==> src/rtl/tpm_pkg.sv <==
// constants and types shared by the terminal panel mode control
package tpm_pkg;
    // break spacing interval limits, milliseconds
    localparam int BREAK_MIN_MS   = 380;
    localparam int BREAK_MAX_MS   = 750;
    // target break length chosen between the limits
    localparam int BREAK_MS       = 500;
    localparam int CLK_HZ         = 40000000;
    // cycles of break, fits comfortably inside both limits
    localparam int BREAK_CYCLES   = BREAK_MS * (CLK_HZ / 1000);
    // button debounce settle time in microseconds
    localparam int DEBOUNCE_US    = 5000;
    localparam int DEBOUNCE_CYCLES = DEBOUNCE_US * (CLK_HZ / 1000000);
    // received and punched control character codes
    localparam logic [7:0] CHR_ACK = 8'h06;
    localparam logic [7:0] CHR_NAK = 8'h15;
    localparam logic [7:0] CHR_DC1 = 8'h11;
    localparam logic [7:0] CHR_DC3 = 8'h13;
    localparam logic [7:0] CHR_BS  = 8'h08;
    localparam logic [7:0] CHR_CR  = 8'h0D;
    // default line length and column counter width
    localparam int LINE_LEN_DEF   = 72;
    localparam int COL_W          = 8;
    // pushbutton indices
    localparam int BTN_OFFLINE    = 0;
    localparam int BTN_BREAK      = 1;
    localparam int BTN_READY      = 2;
    localparam int BTN_IDENT      = 3;
    localparam int BTN_FAULT      = 4;
    localparam int BTN_RDR_AUTO   = 5;
    localparam int BTN_KBD_OFF    = 6;
    localparam int BTN_PTR_OFF    = 7;
    localparam int BTN_RDR_OFF    = 8;
    localparam int BTN_PUN_OFF    = 9;
    localparam int BTN_PUN_EN     = 10;
    localparam int NUM_BTN        = 11;
    typedef enum logic {TPM_BRK_IDLE, TPM_BRK_SPACE} tpm_brk_state_t;
endpackage : tpm_pkg

==> src/rtl/tpm_debounce.sv <==
// synchroniser and debouncer giving one pulse per press
`timescale 1ns/1ps
module tpm_debounce #(
    parameter int SETTLE = tpm_pkg::DEBOUNCE_CYCLES // stable cycles needed
) (
    input  wire logic clk,     // system clock
    input  wire logic rst_n,   // synchronous reset, active low
    input  wire logic btn_raw, // raw pushbutton, high while pressed
    output logic      level,   // debounced level
    output logic      press    // one-cycle pulse on press edge
);
    localparam int CW = $clog2(SETTLE + 1);
    initial begin
        if (SETTLE < 1) $error("settle count must be positive");
    end
    logic          meta_q;
    logic          sync_q;
    logic          level_q;
    logic [CW-1:0] cnt_q;

    ////////////////////////////////////////////////////////////////
    // two-flop synchroniser, first stage read only by second
    always_ff @(posedge clk) begin
        if (!rst_n) begin
            meta_q <= 1'b0;
            sync_q <= 1'b0;
        end else begin
            meta_q <= btn_raw;
            sync_q <= meta_q;
        end
    end

    // level accepted only after it stays put for the settle time
    always_ff @(posedge clk) begin
        if (!rst_n) begin
            cnt_q   <= '0;
            level_q <= 1'b0;
        end else if (sync_q == level_q) begin
            cnt_q <= '0;
        end else if (cnt_q == CW'(SETTLE - 1)) begin
            cnt_q   <= '0;
            level_q <= sync_q;
        end else begin
            cnt_q <= cnt_q + 1'b1;
        end
    end

    assign level = level_q;
    assign press = (sync_q != level_q) && sync_q && (cnt_q == CW'(SETTLE - 1));
endmodule : tpm_debounce

==> src/rtl/tpm_break_timer.sv <==
// timed spacing interval generator for the line break
`timescale 1ns/1ps
module tpm_break_timer #(
    parameter int CYCLES = tpm_pkg::BREAK_CYCLES // length of spacing
) (
    input  wire logic clk,    // system clock
    input  wire logic rst_n,  // synchronous reset, active low
    input  wire logic start,  // pulse starts an interval
    output logic      active  // high while line is held spacing
);
    localparam int CW = $clog2(CYCLES + 1);
    initial begin
        if (CYCLES < 2) $error("break length too short");
    end
    tpm_pkg::tpm_brk_state_t state_q;
    logic [CW-1:0]           cnt_q;

    ////////////////////////////////////////////////////////////////
    // presses during a running break are ignored, not stretched
    always_ff @(posedge clk) begin
        if (!rst_n) begin
            state_q <= tpm_pkg::TPM_BRK_IDLE;
            cnt_q   <= '0;
        end else begin
            case (state_q)
                tpm_pkg::TPM_BRK_IDLE: begin
                    if (start) begin
                        state_q <= tpm_pkg::TPM_BRK_SPACE;
                        cnt_q   <= CW'(CYCLES - 1);
                    end
                end
                tpm_pkg::TPM_BRK_SPACE: begin
                    if (cnt_q == '0) begin
                        state_q <= tpm_pkg::TPM_BRK_IDLE;
                    end else begin
                        cnt_q <= cnt_q - 1'b1;
                    end
                end
                default: state_q <= tpm_pkg::TPM_BRK_IDLE;
            endcase
        end
    end

    assign active = (state_q == tpm_pkg::TPM_BRK_SPACE);
endmodule : tpm_break_timer

==> src/rtl/tpm_panel.sv <==
// control panel mode, lamp and flow logic of a printing terminal
// Summary of operation
// - offline button toggles whole terminal local
// - offline press during call forces disconnect
// - paper feed runs while button held, local
// - carriage home button returns carriage locally
// - break holds line spacing 380 to 750 ms
// - ready lamp lit by button or ACK
// - ready lamp off on NAK, break, call end
// - identify starts answer-back only when on-line
// - fault lamp on low paper, optional parity
// - fault button clears parity fault only
// - printer limit lamp at column, off newline
// - reader auto toggles; DC1 starts, DC3 stops
// - keyboard offline lights lamp, motor, local
// - printer offline toggles lamp, motor, local
// - reader offline toggles lamp, motor, local
// - punch offline toggles lamp and local mode
// - tape counter lights keyboard line lamp
// - counter down on backspace, zero on return
// - NAK inhibits keyboard and reader, ACK enables
`timescale 1ns/1ps
module tpm_panel #(
    parameter int COL_W    = tpm_pkg::COL_W,           // column counter width
    parameter int SETTLE   = tpm_pkg::DEBOUNCE_CYCLES, // debounce cycles
    parameter int BRK_CYC  = tpm_pkg::BREAK_CYCLES     // break length cycles
) (
    input  wire logic             clk,                  // system clock 40 MHz
    input  wire logic             rst_n,                // synchronous reset
    input  wire logic             offline_button,       // whole terminal local toggle
    input  wire logic             paper_feed_button,    // paper feed, held
    input  wire logic             carriage_home_button, // local carriage return
    input  wire logic             break_button,         // send line break
    input  wire logic             send_ready_button,    // mark ready to send
    input  wire logic             identify_button,      // start answer-back
    input  wire logic             fault_button,         // clear parity fault
    input  wire logic             reader_auto_button,   // auto reader control toggle
    input  wire logic             keyboard_offline_button, // keyboard local
    input  wire logic             printer_offline_button,  // printer local toggle
    input  wire logic             reader_offline_button,   // reader local toggle
    input  wire logic             punch_offline_button,    // punch local toggle
    input  wire logic             punch_enable_button,     // punch selector toggle
    input  wire logic             call_active,          // data call in progress
    input  wire logic             rx_valid,             // received character strobe
    input  wire logic [7:0]       rx_char,              // received character
    input  wire logic             rx_parity_err,        // with rx_valid, bad parity
    input  wire logic             rx_break,             // break seen on the line
    input  wire logic             low_paper,            // paper supply low
    input  wire logic             parity_alarm_en,      // option: parity lights fault
    input  wire logic             print_adv,            // print position advanced
    input  wire logic             print_newline,        // new printed line started
    input  wire logic [COL_W-1:0] print_line_limit,     // printer line length
    input  wire logic             punch_char,           // char punched from keyboard
    input  wire logic [7:0]       punch_code,           // code of punched char
    input  wire logic [COL_W-1:0] tape_line_limit,      // chars per tape line
    output logic                  offline_lamp,         // terminal local lamp
    output logic                  terminal_local,       // terminal in local mode
    output logic                  force_disconnect,     // pulse drops the call
    output logic                  paper_feed,           // feed paper motion
    output logic                  carriage_home,        // pulse returns carriage
    output logic                  tx_spacing,           // hold transmit line spacing
    output logic                  send_ready_lamp,      // ready to send lamp
    output logic                  answerback_start,     // pulse starts answer-back
    output logic                  fault_lamp,           // fault lamp
    output logic                  printer_line_limit_lamp, // printer end of line
    output logic                  reader_auto_lamp,     // auto reader lamp
    output logic                  reader_run,           // reader advance enable
    output logic                  keyboard_offline_lamp,// keyboard local lamp
    output logic                  keyboard_local,       // keyboard local mode
    output logic                  printer_offline_lamp, // printer local lamp
    output logic                  printer_local,        // printer local mode
    output logic                  printer_motor,        // printer motor on
    output logic                  reader_offline_lamp,  // reader local lamp
    output logic                  reader_local,         // reader local mode
    output logic                  reader_motor,         // reader motor on
    output logic                  punch_offline_lamp,   // punch local lamp
    output logic                  punch_local,          // punch local mode
    output logic                  punch_enable_lamp,    // punch enable lamp
    output logic                  punch_blind,          // punch selector blinded
    output logic                  tx_inhibit,           // keyboard/reader tx blinded
    output logic                  tape_line_count_lamp  // keyboard end of line
);
    initial begin
        if (COL_W < 2) $error("column width too small");
    end

    ////////////////////////////////////////////////////////////////
    // button conditioning, one debouncer per button
    logic [tpm_pkg::NUM_BTN-1:0] raw;
    logic [tpm_pkg::NUM_BTN-1:0] prs;
    logic                        feed_lvl;
    assign raw[tpm_pkg::BTN_OFFLINE]  = offline_button;
    assign raw[tpm_pkg::BTN_BREAK]    = break_button;
    assign raw[tpm_pkg::BTN_READY]    = send_ready_button;
    assign raw[tpm_pkg::BTN_IDENT]    = identify_button;
    assign raw[tpm_pkg::BTN_FAULT]    = fault_button;
    assign raw[tpm_pkg::BTN_RDR_AUTO] = reader_auto_button;
    assign raw[tpm_pkg::BTN_KBD_OFF]  = keyboard_offline_button;
    assign raw[tpm_pkg::BTN_PTR_OFF]  = printer_offline_button;
    assign raw[tpm_pkg::BTN_RDR_OFF]  = reader_offline_button;
    assign raw[tpm_pkg::BTN_PUN_OFF]  = punch_offline_button;
    assign raw[tpm_pkg::BTN_PUN_EN]   = punch_enable_button;

    for (genvar i = 0; i < tpm_pkg::NUM_BTN; i++) begin : g_btn
        tpm_debounce #(.SETTLE(SETTLE)) u_db (
            .clk     (clk),
            .rst_n   (rst_n),
            .btn_raw (raw[i]),
            .level   (),
            .press   (prs[i])
        );
    end

    // feed and home buttons also debounced; feed uses the level, home the press pulse
    logic home_prs;
    tpm_debounce #(.SETTLE(SETTLE)) u_db_feed (
        .clk     (clk),
        .rst_n   (rst_n),
        .btn_raw (paper_feed_button),
        .level   (feed_lvl),
        .press   ()
    );
    tpm_debounce #(.SETTLE(SETTLE)) u_db_home (
        .clk     (clk),
        .rst_n   (rst_n),
        .btn_raw (carriage_home_button),
        .level   (),
        .press   (home_prs)
    );

    ////////////////////////////////////////////////////////////////
    // received character decode
    logic rx_ack;
    logic rx_nak;
    logic rx_dc1;
    logic rx_dc3;
    assign rx_ack = rx_valid && (rx_char == tpm_pkg::CHR_ACK);
    assign rx_nak = rx_valid && (rx_char == tpm_pkg::CHR_NAK);
    assign rx_dc1 = rx_valid && (rx_char == tpm_pkg::CHR_DC1);
    assign rx_dc3 = rx_valid && (rx_char == tpm_pkg::CHR_DC3);

    ////////////////////////////////////////////////////////////////
    // terminal offline toggle and forced disconnect
    logic term_local_q;
    logic disc_q;
    always_ff @(posedge clk) begin
        if (!rst_n) begin
            term_local_q <= 1'b0;
            disc_q       <= 1'b0;
        end else begin
            if (prs[tpm_pkg::BTN_OFFLINE]) begin
                term_local_q <= !term_local_q;
            end
            disc_q <= prs[tpm_pkg::BTN_OFFLINE] && call_active;
        end
    end

    // purely local mechanism actions, nothing goes to the line
    logic feed_q;
    logic home_q;
    always_ff @(posedge clk) begin
        if (!rst_n) begin
            feed_q <= 1'b0;
            home_q <= 1'b0;
        end else begin
            feed_q <= feed_lvl;
            home_q <= home_prs;
        end
    end

    ////////////////////////////////////////////////////////////////
    // timed break on the transmit line
    tpm_break_timer #(.CYCLES(BRK_CYC)) u_brk (
        .clk    (clk),
        .rst_n  (rst_n),
        .start  (prs[tpm_pkg::BTN_BREAK]),
        .active (tx_spacing)
    );

    ////////////////////////////////////////////////////////////////
    // send-ready lamp and transmit blinding; turn-off events win
    logic ready_q;
    logic inhibit_q;
    always_ff @(posedge clk) begin
        if (!rst_n) begin
            ready_q   <= 1'b0;
            inhibit_q <= 1'b0;
        end else begin
            if (rx_nak || rx_break || !call_active) begin
                ready_q <= 1'b0;
            end else if ((prs[tpm_pkg::BTN_READY] && !ready_q) || rx_ack) begin
                ready_q <= 1'b1;
            end
            if (rx_nak) begin
                inhibit_q <= 1'b1;
            end else if (rx_ack) begin
                inhibit_q <= 1'b0;
            end
        end
    end

    // answer-back start, refused while the terminal is local
    logic ab_q;
    always_ff @(posedge clk) begin
        if (!rst_n) begin
            ab_q <= 1'b0;
        end else begin
            ab_q <= prs[tpm_pkg::BTN_IDENT] && !term_local_q;
        end
    end

    ////////////////////////////////////////////////////////////////
    // fault lamp: paper part follows level, parity part is sticky
    logic par_fault_q;
    logic fault_q;
    always_ff @(posedge clk) begin
        if (!rst_n) begin
            par_fault_q <= 1'b0;
            fault_q     <= 1'b0;
        end else begin
            // a new parity error in the clear cycle still sets
            if (rx_valid && rx_parity_err && parity_alarm_en) begin
                par_fault_q <= 1'b1;
            end else if (prs[tpm_pkg::BTN_FAULT]) begin
                par_fault_q <= 1'b0;
            end
            fault_q <= low_paper || par_fault_q;
        end
    end

    ////////////////////////////////////////////////////////////////
    // printer column counter and limit lamp
    logic [COL_W-1:0] pcol_q;
    logic             plim_q;
    always_ff @(posedge clk) begin
        if (!rst_n) begin
            pcol_q <= '0;
            plim_q <= 1'b0;
        end else if (print_newline) begin
            pcol_q <= '0;
            plim_q <= 1'b0;
        end else begin
            if (print_adv && pcol_q != '1) begin
                pcol_q <= pcol_q + 1'b1;
            end
            plim_q <= (pcol_q >= print_line_limit);
        end
    end

    ////////////////////////////////////////////////////////////////
    // reader auto control by received DC1 and DC3
    logic rauto_q;
    logic rrun_q;
    logic ptr_local_q;
    logic rdr_local_q;
    always_ff @(posedge clk) begin
        if (!rst_n) begin
            rauto_q <= 1'b0;
            rrun_q  <= 1'b0;
        end else begin
            if (prs[tpm_pkg::BTN_RDR_AUTO]) begin
                rauto_q <= !rauto_q;
            end
            if (rauto_q && !rdr_local_q && !ptr_local_q) begin
                if (rx_dc3) begin
                    rrun_q <= 1'b0;
                end else if (rx_dc1) begin
                    rrun_q <= 1'b1;
                end
            end else begin
                rrun_q <= 1'b0;
            end
        end
    end

    ////////////////////////////////////////////////////////////////
    // unit local modes; keyboard local only sets, per its button
    logic keyboard_offline_button_q;
    logic pun_local_q;
    logic pun_en_q;
    always_ff @(posedge clk) begin
        if (!rst_n) begin
            keyboard_offline_button_q <= 1'b0;
            ptr_local_q <= 1'b0;
            rdr_local_q <= 1'b0;
            pun_local_q <= 1'b0;
            pun_en_q    <= 1'b0;
        end else begin
            if (prs[tpm_pkg::BTN_KBD_OFF]) begin
                keyboard_offline_button_q <= 1'b1;
            end
            if (prs[tpm_pkg::BTN_PTR_OFF]) begin
                ptr_local_q <= !ptr_local_q;
            end
            if (prs[tpm_pkg::BTN_RDR_OFF]) begin
                rdr_local_q <= !rdr_local_q;
            end
            if (prs[tpm_pkg::BTN_PUN_OFF]) begin
                pun_local_q <= !pun_local_q;
            end
            if (prs[tpm_pkg::BTN_PUN_EN]) begin
                pun_en_q <= !pun_en_q;
            end
        end
    end

    ////////////////////////////////////////////////////////////////
    // tape line character counter
    logic [COL_W-1:0] tcnt_q;
    always_ff @(posedge clk) begin
        if (!rst_n) begin
            tcnt_q <= '0;
        end else if (punch_char) begin
            if (punch_code == tpm_pkg::CHR_CR) begin
                tcnt_q <= '0;
            end else if (punch_code == tpm_pkg::CHR_BS) begin
                if (tcnt_q != '0) begin
                    tcnt_q <= tcnt_q - 1'b1;
                end
            end else if (tcnt_q != '1) begin
                tcnt_q <= tcnt_q + 1'b1;
            end
        end
    end

    ////////////////////////////////////////////////////////////////
    // outputs
    assign offline_lamp            = term_local_q;
    assign terminal_local          = term_local_q;
    assign force_disconnect        = disc_q;
    assign paper_feed              = feed_q;
    assign carriage_home           = home_q;
    assign send_ready_lamp         = ready_q;
    assign answerback_start        = ab_q;
    assign fault_lamp              = fault_q;
    assign printer_line_limit_lamp = plim_q;
    assign reader_auto_lamp        = rauto_q;
    assign reader_run              = rrun_q;
    assign keyboard_offline_lamp   = keyboard_offline_button_q;
    assign keyboard_local          = keyboard_offline_button_q;
    assign printer_offline_lamp    = ptr_local_q;
    assign printer_local           = ptr_local_q;
    assign printer_motor           = ptr_local_q || keyboard_offline_button_q;
    assign reader_offline_lamp     = rdr_local_q;
    assign reader_local            = rdr_local_q;
    assign reader_motor            = rdr_local_q;
    assign punch_offline_lamp      = pun_local_q;
    assign punch_local             = pun_local_q;
    assign punch_enable_lamp       = pun_en_q;
    assign punch_blind             = !pun_en_q;
    assign tx_inhibit              = inhibit_q;
    assign tape_line_count_lamp    = (tcnt_q >= tape_line_limit);
endmodule : tpm_panel

==> config.mk <==
export PLATFORM = sky130hd
export DESIGN_NAME = tpm_panel
export DESIGN_NICKNAME = d
export VERILOG_FILES = /design/src/rtl/tpm_pkg.sv /design/src/rtl/tpm_debounce.sv /design/src/rtl/tpm_break_timer.sv /design/src/rtl/tpm_panel.sv
export SDC_FILE = /design/constraint.sdc
export NUM_CORES = 1
export LEC_CHECK = 0
export BUFFER_PORTS_ARGS = -buffer_cell sky130_fd_sc_hd__buf_2
export CAP_MARGIN = 20
export CORE_UTILIZATION = 40
export CTS_CLUSTER_DIAMETER = 80
export DETAILED_ROUTE_END_ITERATION = 16
export GPL_ROUTABILITY_DRIVEN = 0
export PLACE_DENSITY_LB_ADDON = 0.2
export SETUP_SLACK_MARGIN = 0.2
export SLEW_MARGIN = 0
export SYNTH_ARGS = -nofsm -noshare
export SYNTH_HDL_FRONTEND = slang
export SYNTH_SLANG_ARGS = --single-unit
==> constraint.sdc <==
create_clock -name clk -period 3.7 [get_ports clk]
set_input_delay 0.185 -clock clk [delete_from_list [all_inputs] [get_ports clk]]
set_output_delay 0.185 -clock clk [all_outputs]
set_load 0.005 [all_outputs]
Word level (Yosys, flattened, before mapping)
Index checks and enable logic that the tools add are counted.
{"block": "totals", "ff_bits": 332, "input_bits": 56, "word_cells": 256}
{"block": "op_classes", "add_sub_neg": 17, "order_cmp": 2, "eq_ne": 49, "n_mux": 14, "n_bitwise": 16, "reduce_logical": 85}
{"op": "18-bit by 1-bit adder with 18-bit output (second input constant)", "count": 13}
{"op": "18-bit equality test (second input constant)", "count": 13}
{"op": "25-bit two-way mux", "count": 2}
{"op": "25-bit one-hot mux with 2 select lines", "count": 1}
{"op": "3-bit OR reduction", "count": 14}
{"op": "1-bit logical AND", "count": 36}
{"op": "8-bit two-way mux", "count": 4}
{"op": "2-bit AND reduction", "count": 14}
{"op": "25-bit zero test", "count": 1}
{"op": "25-bit by 1-bit subtractor with 25-bit output (second input constant)", "count": 1}
{"op": "8-bit by 5-bit equality test with 1-bit output (second input constant)", "count": 3}
{"op": "8-bit by 1-bit adder with 8-bit output (second input constant)", "count": 2}
{"op": "8-bit by 4-bit equality test with 1-bit output (second input constant)", "count": 2}
{"op": "8-bit greater-or-equal comparator", "count": 2}
{"op": "8-bit != test (second input constant)", "count": 2}
{"op": "1-bit NOT", "count": 16}
{"op": "1-bit equality test", "count": 13}
{"op": "1-bit != test", "count": 12}
{"op": "8-bit by 3-bit equality test with 1-bit output (second input constant)", "count": 1}
{"op": "1-bit zero test", "count": 8}
{"op": "8-bit nonzero test", "count": 1}
{"op": "8-bit by 1-bit subtractor with 8-bit output (second input constant)", "count": 1}
{"op": "1-bit two-way mux", "count": 6}
{"op": "1-bit logical OR", "count": 5}
{"op": "other kinds (7)", "count": 10}

Logic depth before layout (Yosys ltp)
Gate-level depths: netlist of run 1.
{"block": "logic_depth", "ltp_word": 5, "depth_mapped": 12, "ltp_nobuf": 10}

Hierarchy
From an unflattened synthesis of run 1, not the netlist that was laid out.
{"block": "unflattened", "hier_cells": 1777, "hier_area_um2": 15884.0}
{"mod": "tpm_debounce", "instances": 13, "cells_each": 105, "area_per_inst_um2": 955.9}
{"mod": "tpm_panel", "instances": 1, "cells_each": 251, "area_per_inst_um2": 2083.2}
{"mod": "tpm_break_timer", "instances": 1, "cells_each": 161, "area_per_inst_um2": 1373.8}

Worst setup path after synthesis of run 1
OpenSTA, ideal clock, no wires.
{"block": "synth_path", "path_type": "in2reg", "start": "in punch_code[1]", "end": "reg tcnt_q[6]", "arrival_time_ps": 2836, "path_slack_ps": 802, "stages": 12, "path_cell_list": "or4b_1 > clkbuf_1 > or4_1 > buf_2 > xnor2_1 > ha_1 > o31a_1 > o31a_1 > nor3_1 > a21oi_1 > or3_1 > nand3_1"}
{"block": "synth_between", "elab_chain_len": 3, "elab_cells_between_ends": 7, "classes_between": "eq/ne (3); mux (2); reduce/logical (2)"}
{"item": "start, declared", "line": "tpm_panel.sv:54", "source": "input wire logic [7:0] punch_code,"}
{"item": "8-bit by 4-bit equality test with 1-bit output, on equally long branches", "line": "tpm_panel.sv:314, tpm_panel.sv:316"}
{"item": "3-bit by 2-bit != test with 1-bit output (no line), or another cell as far along"}
{"item": "3-bit AND reduction (no line) or 8-bit two-way mux (tied branches)"}
{"item": "end signal, assigned", "line": "tpm_panel.sv:318", "source": "tcnt_q <= tcnt_q - 1'b1;"}
{"item": "end signal, assigned", "line": "tpm_panel.sv:321", "source": "tcnt_q <= tcnt_q + 1'b1;"}
{"item": "end, declared", "line": "tpm_panel.sv:309", "source": "logic [COL_W-1:0] tcnt_q;"}
Parallel ways exist; a longest one is shown, timed or not.
A chain may end at the register's enable or synchronous reset.

Worst setup path in the final report of run 1
{"block": "layout_path", "start": "reg u_brk.cnt_q[14]", "end": "reg u_brk.cnt_q[15]"}
{"block": "layout_between", "elab_chain_len": 3, "elab_cells_between_ends": 6, "classes_between": "add/sub (1); eq/ne (1); mux (2); reduce/logical (2)"}
{"item": "start, declared", "line": "tpm_break_timer.sv:16", "source": "logic [CW-1:0] cnt_q;"}
{"item": "start signal, assigned", "line": "tpm_break_timer.sv:29", "source": "cnt_q <= CW'(CYCLES - 1);"}
{"item": "start signal, assigned", "line": "tpm_break_timer.sv:36", "source": "cnt_q <= cnt_q - 1'b1;"}
{"item": "25-bit by 1-bit subtractor with 25-bit output or 25-bit zero test (tied branches)", "line": "tpm_break_timer.sv:36, tpm_break_timer.sv:33"}
{"item": "25-bit two-way mux or 2-bit != test (tied branches)"}
{"item": "25-bit one-hot mux with 2 select lines or 2-bit AND reduction (tied branches)"}
Parallel ways exist; a longest one is shown, timed or not. The select of a mux whose other input is x is not followed.

==> flow_metrics.py, run 1 <==
metrics = {
    "outcome": {
        "status": "complete, no violations",
    },
    "yosys": {
        "yosys.area_share.xor_xnor_pct": 13.8,
        "synth_flop_cell": "dfxtp_1",
        "synth_top_family_by_area": "simple AND/OR/NAND/NOR gates",
        "synth-edff-count": 0,
        "synthesis.area_um2": 14700,
        "synth-compound-area-share_pct": 4.93,
        "yosysSeqAreaShare_pct": 45.2,
        "synth.distinct_cells": 65,
        "synthArstFlopShare_pct": 0,
        "syn_avg_cell_area_um2": 8.72,
        "syn_inst": 1688,
        "synthMuxAreaShare_pct": 0.680,
        "ys_ff_latch": 332,
        "yosys.area_share.adder_pct": 4.00,
        "synth_simple_gate_area_share_pct": 28.1,
        "synth_fp_nets": 1791,
        "ys_warn_count": 0,
    },
    "floorplanning": {
        "die_width_um": 194,
        "core_area_um2": 35900,
        "start_util_pct": 41.0,
        "dieArea_um2": 37600,
        "chipHeight_um": 194,
        "fp-row-count": 69,
        "io_pins": 82,
    },
    "global_route": {
        "grt_max_degree": 34,
        "grt_pass1_wl_um": 48800,
        "track_usage_pct": 15.1,
        "grt_pass1_vias": 10783,
        "grt_antenna_before_repair": 1,
        "grt_overflow_total": 0,
    },
    "clocking": {
        "cts_resized": 0,
        "clk_latency_ns": 0.53,
        "clk_pin_slew_ns": 0.06,
        "cts-root-buf": "clkbuf_16",
        "cts_buffer_depth": 3,
        "cts_tree": "built",
        "cts.sinks": 332,
        "cts_made_buffers": 37,
        "ctsHtreeMaxLevel": 2,
    },
    "sta": {
        "final-hold-violation-count": 0,
        "setup_viol": 0,
        "rsz0062_at_grt": "false",
        "slew_viol_final": 0,
        "worst_pin_slew_ns": 0.728,
        "clock.fmax_mhz": 352,
        "finalCriticalPeriod_ns": 2.84,
        "slew_headroom_pct": 51.3,
        "tns_ns": 0,
        "fin_skew_ns": 0.0144,
        "finalCritPeriodShare_pct": 76.8,
    },
    "pwr": {
        "p_switching_w": 0.00156,
        "power_frac_comb_pct": 2.3,
        "power_density_nw_per_um2": 432,
        "finalPower_w": 0.00729,
        "vdd_drop_max_mv": 0.285,
        "p_leak_nw": 6.09,
        "power_switching_share_pct": 21.3,
        "seqPwrFrac_pct": 49.6,
        "p_clk_share_pct": 48.1,
        "cellInternalPower_w": 0.00573,
    },
    "drt": {
        "drt-initial-drc-count": 397,
        "detail-route-antenna-nets": 0,
        "drt_first_pass_iters": 4,
        "vias": 11201,
        "drc_errors": 0,
        "routed_wirelength_um": 28200,
        "routedWlPerCell_um": 12.5,
        "viasPerCell": 4.95,
    },
    "setup_path": {
        "path_class": "reg -> reg",
        "crit_chain": "or4_4 > or4_4 > o31ai_4 > and2_1 > o311ai_0 > o41ai_1",
        "startpoint": "u_brk.cnt_q[14]",
        "cp.depth": 6,
        "cp.arrival_ns": 3.27,
        "endpoint": "u_brk.cnt_q[15]",
        "r2r-start": "u_brk.cnt_q[14]",
        "cp_max_fo": 18,
        "start_kind": "flop",
        "cpMostUsedCell": "or4_4",
        "cp.required_ns": 4.13,
        "r2r_cells": 6,
        "max_stage_delay_ns": 0.64,
        "worst-path-buf-inv": 0,
        "reg2reg_slack_ns": 0.86,
        "endpoint_kind": "flop",
        "rr_endpoint": "u_brk.cnt_q[15]",
        "path_delay_family": "simple AND/OR/NAND/NOR gates",
        "crit_slowest_cell": "o31ai_4",
    },
    "placement": {
        "dp_cells": 2182,
        "place.detailed.hpwl_um": 19400,
        "port_buffers": 81,
    },
    "finish": {
        "drive_gt1_share_pct": 8.70,
        "diodes": 0,
        "final_common_cell": "dfxtp_1",
        "stdcell_count": 2265,
        "mostFrequentLayoutCells": "332 x dfxtp_1, 323 x nor2_1, 134 x xor2_1, 110 x nand3_1, 110 x nand2_1",
        "regArea_um2": 6650,
        "area_growth_pct": 14.6,
        "nets": 1883,
        "multi_input_area_um2": 7580,
        "fillers": 3524,
    },
    "worst_hold_path": {
        "holdCritPathClass": "in -> reg",
    },
    "job": {
        "maxCapViolCount": 0,
    },
}
-- power by group through the flow --
stage	logic (W)	registers, W	clock network (W)
finish	0.000168	0.00361	0.00351
global route	0.000192	0.00361	0.00378
CTS	0.000172	0.00361	0.00365
detailed placement	0.000156	0.00369	0
global placement	0.000153	0.00369	0
floorplan	0.0000943	0.00368	0
-- state kept, by name, summed over array words and instances (netlist names), 8 cells and up --
register,cells
g_btn.u_db.sync_q,11
tcnt_q,8
u_db_home.cnt_q,18
g_btn.u_db.meta_q,11
g_btn.u_db.cnt_q,198
u_brk.cnt_q,25
u_db_feed.cnt_q,18
pcol_q,8
g_btn.u_db.level,11
-- how the worst min path moves through the flow --
stage | cells after the start | to | startpoint | slack (ns)
floorplan | 1 | send_ready_lamp | rx_break | 0.26
global placement | 2 | send_ready_lamp | rx_break | 0.36
detailed placement | 2 | send_ready_lamp | rx_break | 0.36
CTS | 4 | tx_inhibit | rx_char[4] | 0.02
global route | 3 | tcnt_q[5] | punch_char | 0.06
finish | 4 | tx_inhibit | rx_char[4] | 0.05
-- cells in the mapped netlist, drive strengths merged (35+ instances only) --
| cell | instances | area, µm² |
|---|---|---|
| inv | 64 | 240 |
| nand3 | 110 | 551 |
| a21oi | 39 | 195 |
| and3 | 45 | 282 |
| xor2 | 134 | 1170 |
| and2 | 39 | 244 |
| xnor2 | 98 | 858 |
| dfxtp | 332 | 6650 |
| nor2 | 323 | 1210 |
| ha | 47 | 588 |
| nand2 | 111 | 424 |
| clkbuf | 36 | 135 |
| nor3 | 35 | 175 |
| nand4 | 43 | 269 |
-- timing repair --
action | 4_1_cts | 5_1_grt
hold endpoints to repair | 18 | 0
hold buffers | 20 | 0
setup buffers | 0 | 0
-- stage by stage --
step                utilization, %  area (µm²)  setup slack [ns]  hold WS (ns)
global placement              43.2       15500             0.686         0.364
CTS                           46.9       16900             0.874        0.0169
detailed placement            43.2       15500             0.649         0.359
global route                  46.9       16900             0.733        0.0577
floorplan                        -       14700             0.802         0.264
finish                        46.9       16900             0.860        0.0470
-- final cells by class --
| type | instances | share of cell area [%] |
|---|---|---|
| tap | 461 | 3.42 |
| inverter | 64 | 1.42 |
| timing repair buffer | 106 | 3.89 |
| sequential | 332 | 39.4 |
| multi-input combinational | 1239 | 45.0 |
| clock buffer | 47 | 5.95 |
| clock inverter | 16 | 0.942 |
-- kinds of logic after synthesis --
family,count (synthesis)
flops,332
simple gates,838
compound gates,112
mux,10
fa+ha+maj,47
xor+xnor,232
buf+inv,117
-- layer usage --
| layer | global-route usage (%) | vias up | routed length (µm) | part of all wire, % |
|---|---|---|---|---|
| li1 | - | 5887 | - | - |
| met1 | 19.7 | 5128 | 14200 | 50 |
| met2 | 25.3 | 140 | 12400 | 44 |
| met3 | 2.64 | 44 | 973 | 3.4 |
| met4 | 5.09 | 2 | 604 | 2.1 |
| met5 | 0 | - | 19 | 0.067 |
-- worst register-to-register path: stages (launching register included) --
cell,delay (ns)
dfxtp_1,0.36
or4_4,0.58
or4_4,0.52
o31ai_4,0.64
and2_1,0.37
o311ai_0,0.17
o41ai_1,0.11
Note: power is estimated with default switching activity, not from simulation.
==> run 2: changes to the inputs <==
--- a/config.mk
+++ b/config.mk
@@ -5,6 +5,7 @@
 export SDC_FILE = /design/constraint.sdc
 export NUM_CORES = 1
 export LEC_CHECK = 0
+export ABC_AREA = 1
 export BUFFER_PORTS_ARGS = -buffer_cell sky130_fd_sc_hd__buf_2
 export CAP_MARGIN = 20
 export CORE_UTILIZATION = 40
==> constraint.sdc (replaced) <==
create_clock -name clk -period 2.55 [get_ports clk]
set_input_delay 0.1275 -clock clk [delete_from_list [all_inputs] [get_ports clk]]
set_output_delay 0.1275 -clock clk [all_outputs]
set_load 0.005 [all_outputs]
==> flow_metrics.py, run 2 <==
metrics = {
    "clocking": {
        "cts-root-buf": "clkbuf_16",
        "cts_buffer_depth": 3,
        "ctsHtreeMaxLevel": 2,
        "clk_pin_slew_ns": 0.06,
        "cts_made_buffers": 37,
        "clk_latency_ns": 0.52,
        "cts.sinks": 332,
        "cts_tree": "built",
    },
    "sta": {
        "worst_pin_slew_ns": 0.594,
        "rsz0062_at_grt": "false",
        "slew_viol_final": 0,
        "clock.fmax_mhz": 469,
        "fin_skew_ns": 0.0128,
        "slew_headroom_pct": 60.3,
        "final-hold-violation-count": 0,
        "tns_ns": 0,
        "finalCriticalPeriod_ns": 2.13,
        "setup_viol": 0,
        "whs_ns": 0.0440,
        "finalCritPeriodShare_pct": 83.6,
    },
    "setup_path": {
        "cp.arrival_ns": 2.53,
        "cp.required_ns": 2.95,
        "cp_max_fo": 3,
        "endpoint_kind": "flop",
        "path_class": "in -> reg",
        "start_kind": "input pin",
    },
    "placement": {
        "place.detailed.hpwl_um": 22600,
        "port_buffers": 81,
    },
    "yosys": {
        "synth_flop_cell": "dfxtp_1",
        "netlist.area_leader.share_pct": 41.8,
        "ys_warn_count": 0,
        "synth_commonest_cells": "401 x nand2_1, 335 x inv_1, 332 x dfxtp_1, 290 x nor2_1, 133 x a21oi_1",
        "yosysTopAreaCell": "dfxtp_1",
        "synthesis.area_um2": 15900,
        "synth_fp_nets": 2282,
        "synth.distinct_cells": 62,
        "ys_ff_latch": 332,
        "synth_most_common_cell": "nand2_1",
        "synth-edff-count": 0,
        "yosysSeqAreaShare_pct": 41.8,
        "synth_area_leaders": "dfxtp_1 42%, nand2_1 9.5%, inv_1 7.9%",
        "synthArstFlopShare_pct": 0,
        "syn_inst": 2179,
        "syn_avg_cell_area_um2": 7.30,
    },
    "outcome": {
        "status": "complete, no violations",
    },
    "drt": {
        "drt-initial-drc-count": 607,
        "routed_wirelength_um": 31400,
        "detail-route-antenna-nets": 0,
        "routedWlPerCell_um": 11.1,
        "drc_errors": 0,
        "vias": 13634,
        "viasPerCell": 4.80,
        "drt_first_pass_iters": 5,
    },
    "global_route": {
        "grt_pass1_vias": 12585,
        "grt_pass1_wl_um": 55100,
        "grt_max_degree": 51,
        "grt-busiest-layer": "met2",
        "met2_usage_pct": 26.2,
        "grtUsageMet1_pct": 20.3,
        "grt_overflow_total": 0,
        "grt_use_met3_pct": 2.32,
        "track_usage_pct": 15.5,
        "grt_antenna_before_repair": 0,
    },
    "finish": {
        "largest_register_ffs": 198,
        "final_common_cell": "nand2_1",
        "nets": 2400,
        "top_register": "g_btn.u_db.cnt_q",
        "diodes": 0,
        "fillers": 3947,
        "mostFrequentLayoutCells": "401 x nand2_1, 334 x inv_1, 332 x dfxtp_1, 290 x nor2_1, 133 x a21oi_1",
        "area_growth_pct": 14.6,
        "regArea_um2": 6650,
        "drive_gt1_share_pct": 10.2,
        "reg.largest.list": "g_btn.u_db.cnt_q (198), u_brk.cnt_q (25)",
        "multi_input_area_um2": 7760,
    },
    "floorplanning": {
        "start_util_pct": 40.9,
        "fp-row-count": 72,
        "die_width_um": 201,
        "chipHeight_um": 201,
        "dieArea_um2": 40600,
        "core_area_um2": 38900,
        "io_pins": 82,
    },
    "pwr": {
        "power_density_nw_per_um2": 581,
        "p_leak_nw": 7.42,
        "vdd_drop_max_mv": 0.547,
    },
    "worst_hold_path": {
        "holdCritPathClass": "in -> reg",
    },
    "job": {
        "maxCapViolCount": 0,
    },
}
run 2: cell count changes after synthesis, moves of 28 or more:
cell / previous run / this run
and2_1: 39 / 0
nor2_1: 323 / 290
xor2_1: 134 / 54
nand2_1: 110 / 401
nor3b_1: 0 / 29
and3_1: 45 / 1
a21oi_1: 39 / 133
inv_1: 63 / 335
o21ai_0: 27 / 60
nor3_1: 35 / 86
xnor2_1: 98 / 16
clkbuf_1: 36 / 8
run 2: per-stage QoR:
step | power (W) | util [%] | area (µm²) | setup slack (ns) | std cells
global route | 0.0110 | 46.9 | 18200 | 0.229 | 2840
floorplan | 0.00551 | - | 15900 | 0.875 | 2179
global placement | 0.00560 | 43.2 | 16800 | 0.540 | 2749
detailed placement | 0.00561 | 43.2 | 16800 | 0.480 | 2749
CTS | 0.0108 | 46.8 | 18200 | 0.369 | 2840
finish | 0.0106 | 46.9 | 18200 | 0.419 | 2840
run 2: critical path, stage by stage:
cell,delay (ns)
dlygate4sd3_1,0.54
buf_2,0.14
nor4b_2,0.36
dlygate4sd3_1,0.60
nand3_1,0.08
nand2_1,0.07
a31oi_1,0.04
dlygate4sd3_1,0.57
run 2: where the power goes:
| group | total, W | internal (W) | switching (W) | leakage [nW] |
|---|---|---|---|---|
| registers | 0.00524 | 0.00522 | 0.0000229 | 2.68 |
| clock network | 0.00507 | 0.00302 | 0.00205 | 0.567 |
| logic | 0.000281 | 0.000117 | 0.000164 | 4.18 |
run 2: timing repair:
item	4_1_cts	5_1_grt
gates resized for setup	0	3
endpoints found under the setup margin	0	8
endpoints found under the hold margin	23	0
setup buffers	0	0
hold buffers	27	0
run 2: metal layers:
layer	up-vias	share of wire (%)
met5	-	0
met4	0	1.9
met3	47	3.3
met2	176	46
met1	6149	49
li1	7262	-
run 2: kinds of logic after synthesis:
logic type	Yosys count	share of synthesized area [%]
simple gates	1105	32.6
xor+xnor	70	3.85
flops	332	41.8
buf+inv	379	9.55
compound gates	246	8.58
fa+ha+maj	47	3.69
run 2: final timing paths:
kind	from	endpoint	slack, ns	depth (start not counted)
max reg2reg	g_btn[2].u_db.cnt_q[0]	send_ready_lamp	0.46	8
min	rx_char[0]	tx_inhibit	0.04	5
max	rx_char[6]	send_ready_lamp	0.42	8
min reg2reg	g_btn[10].u_db.meta_q	g_btn[10].u_db.sync_q	0.41	2
run 2: area by class of cell:
type / instances / share of cell area (%)
multi-input cells: 1468 / 42.6
flip-flops and latches: 332 / 36.4
inverters: 344 / 7.11
clock buffers: 56 / 5.92
repair buffers: 114 / 4.02
well taps: 518 / 3.55
clock inverters: 8 / 0.377
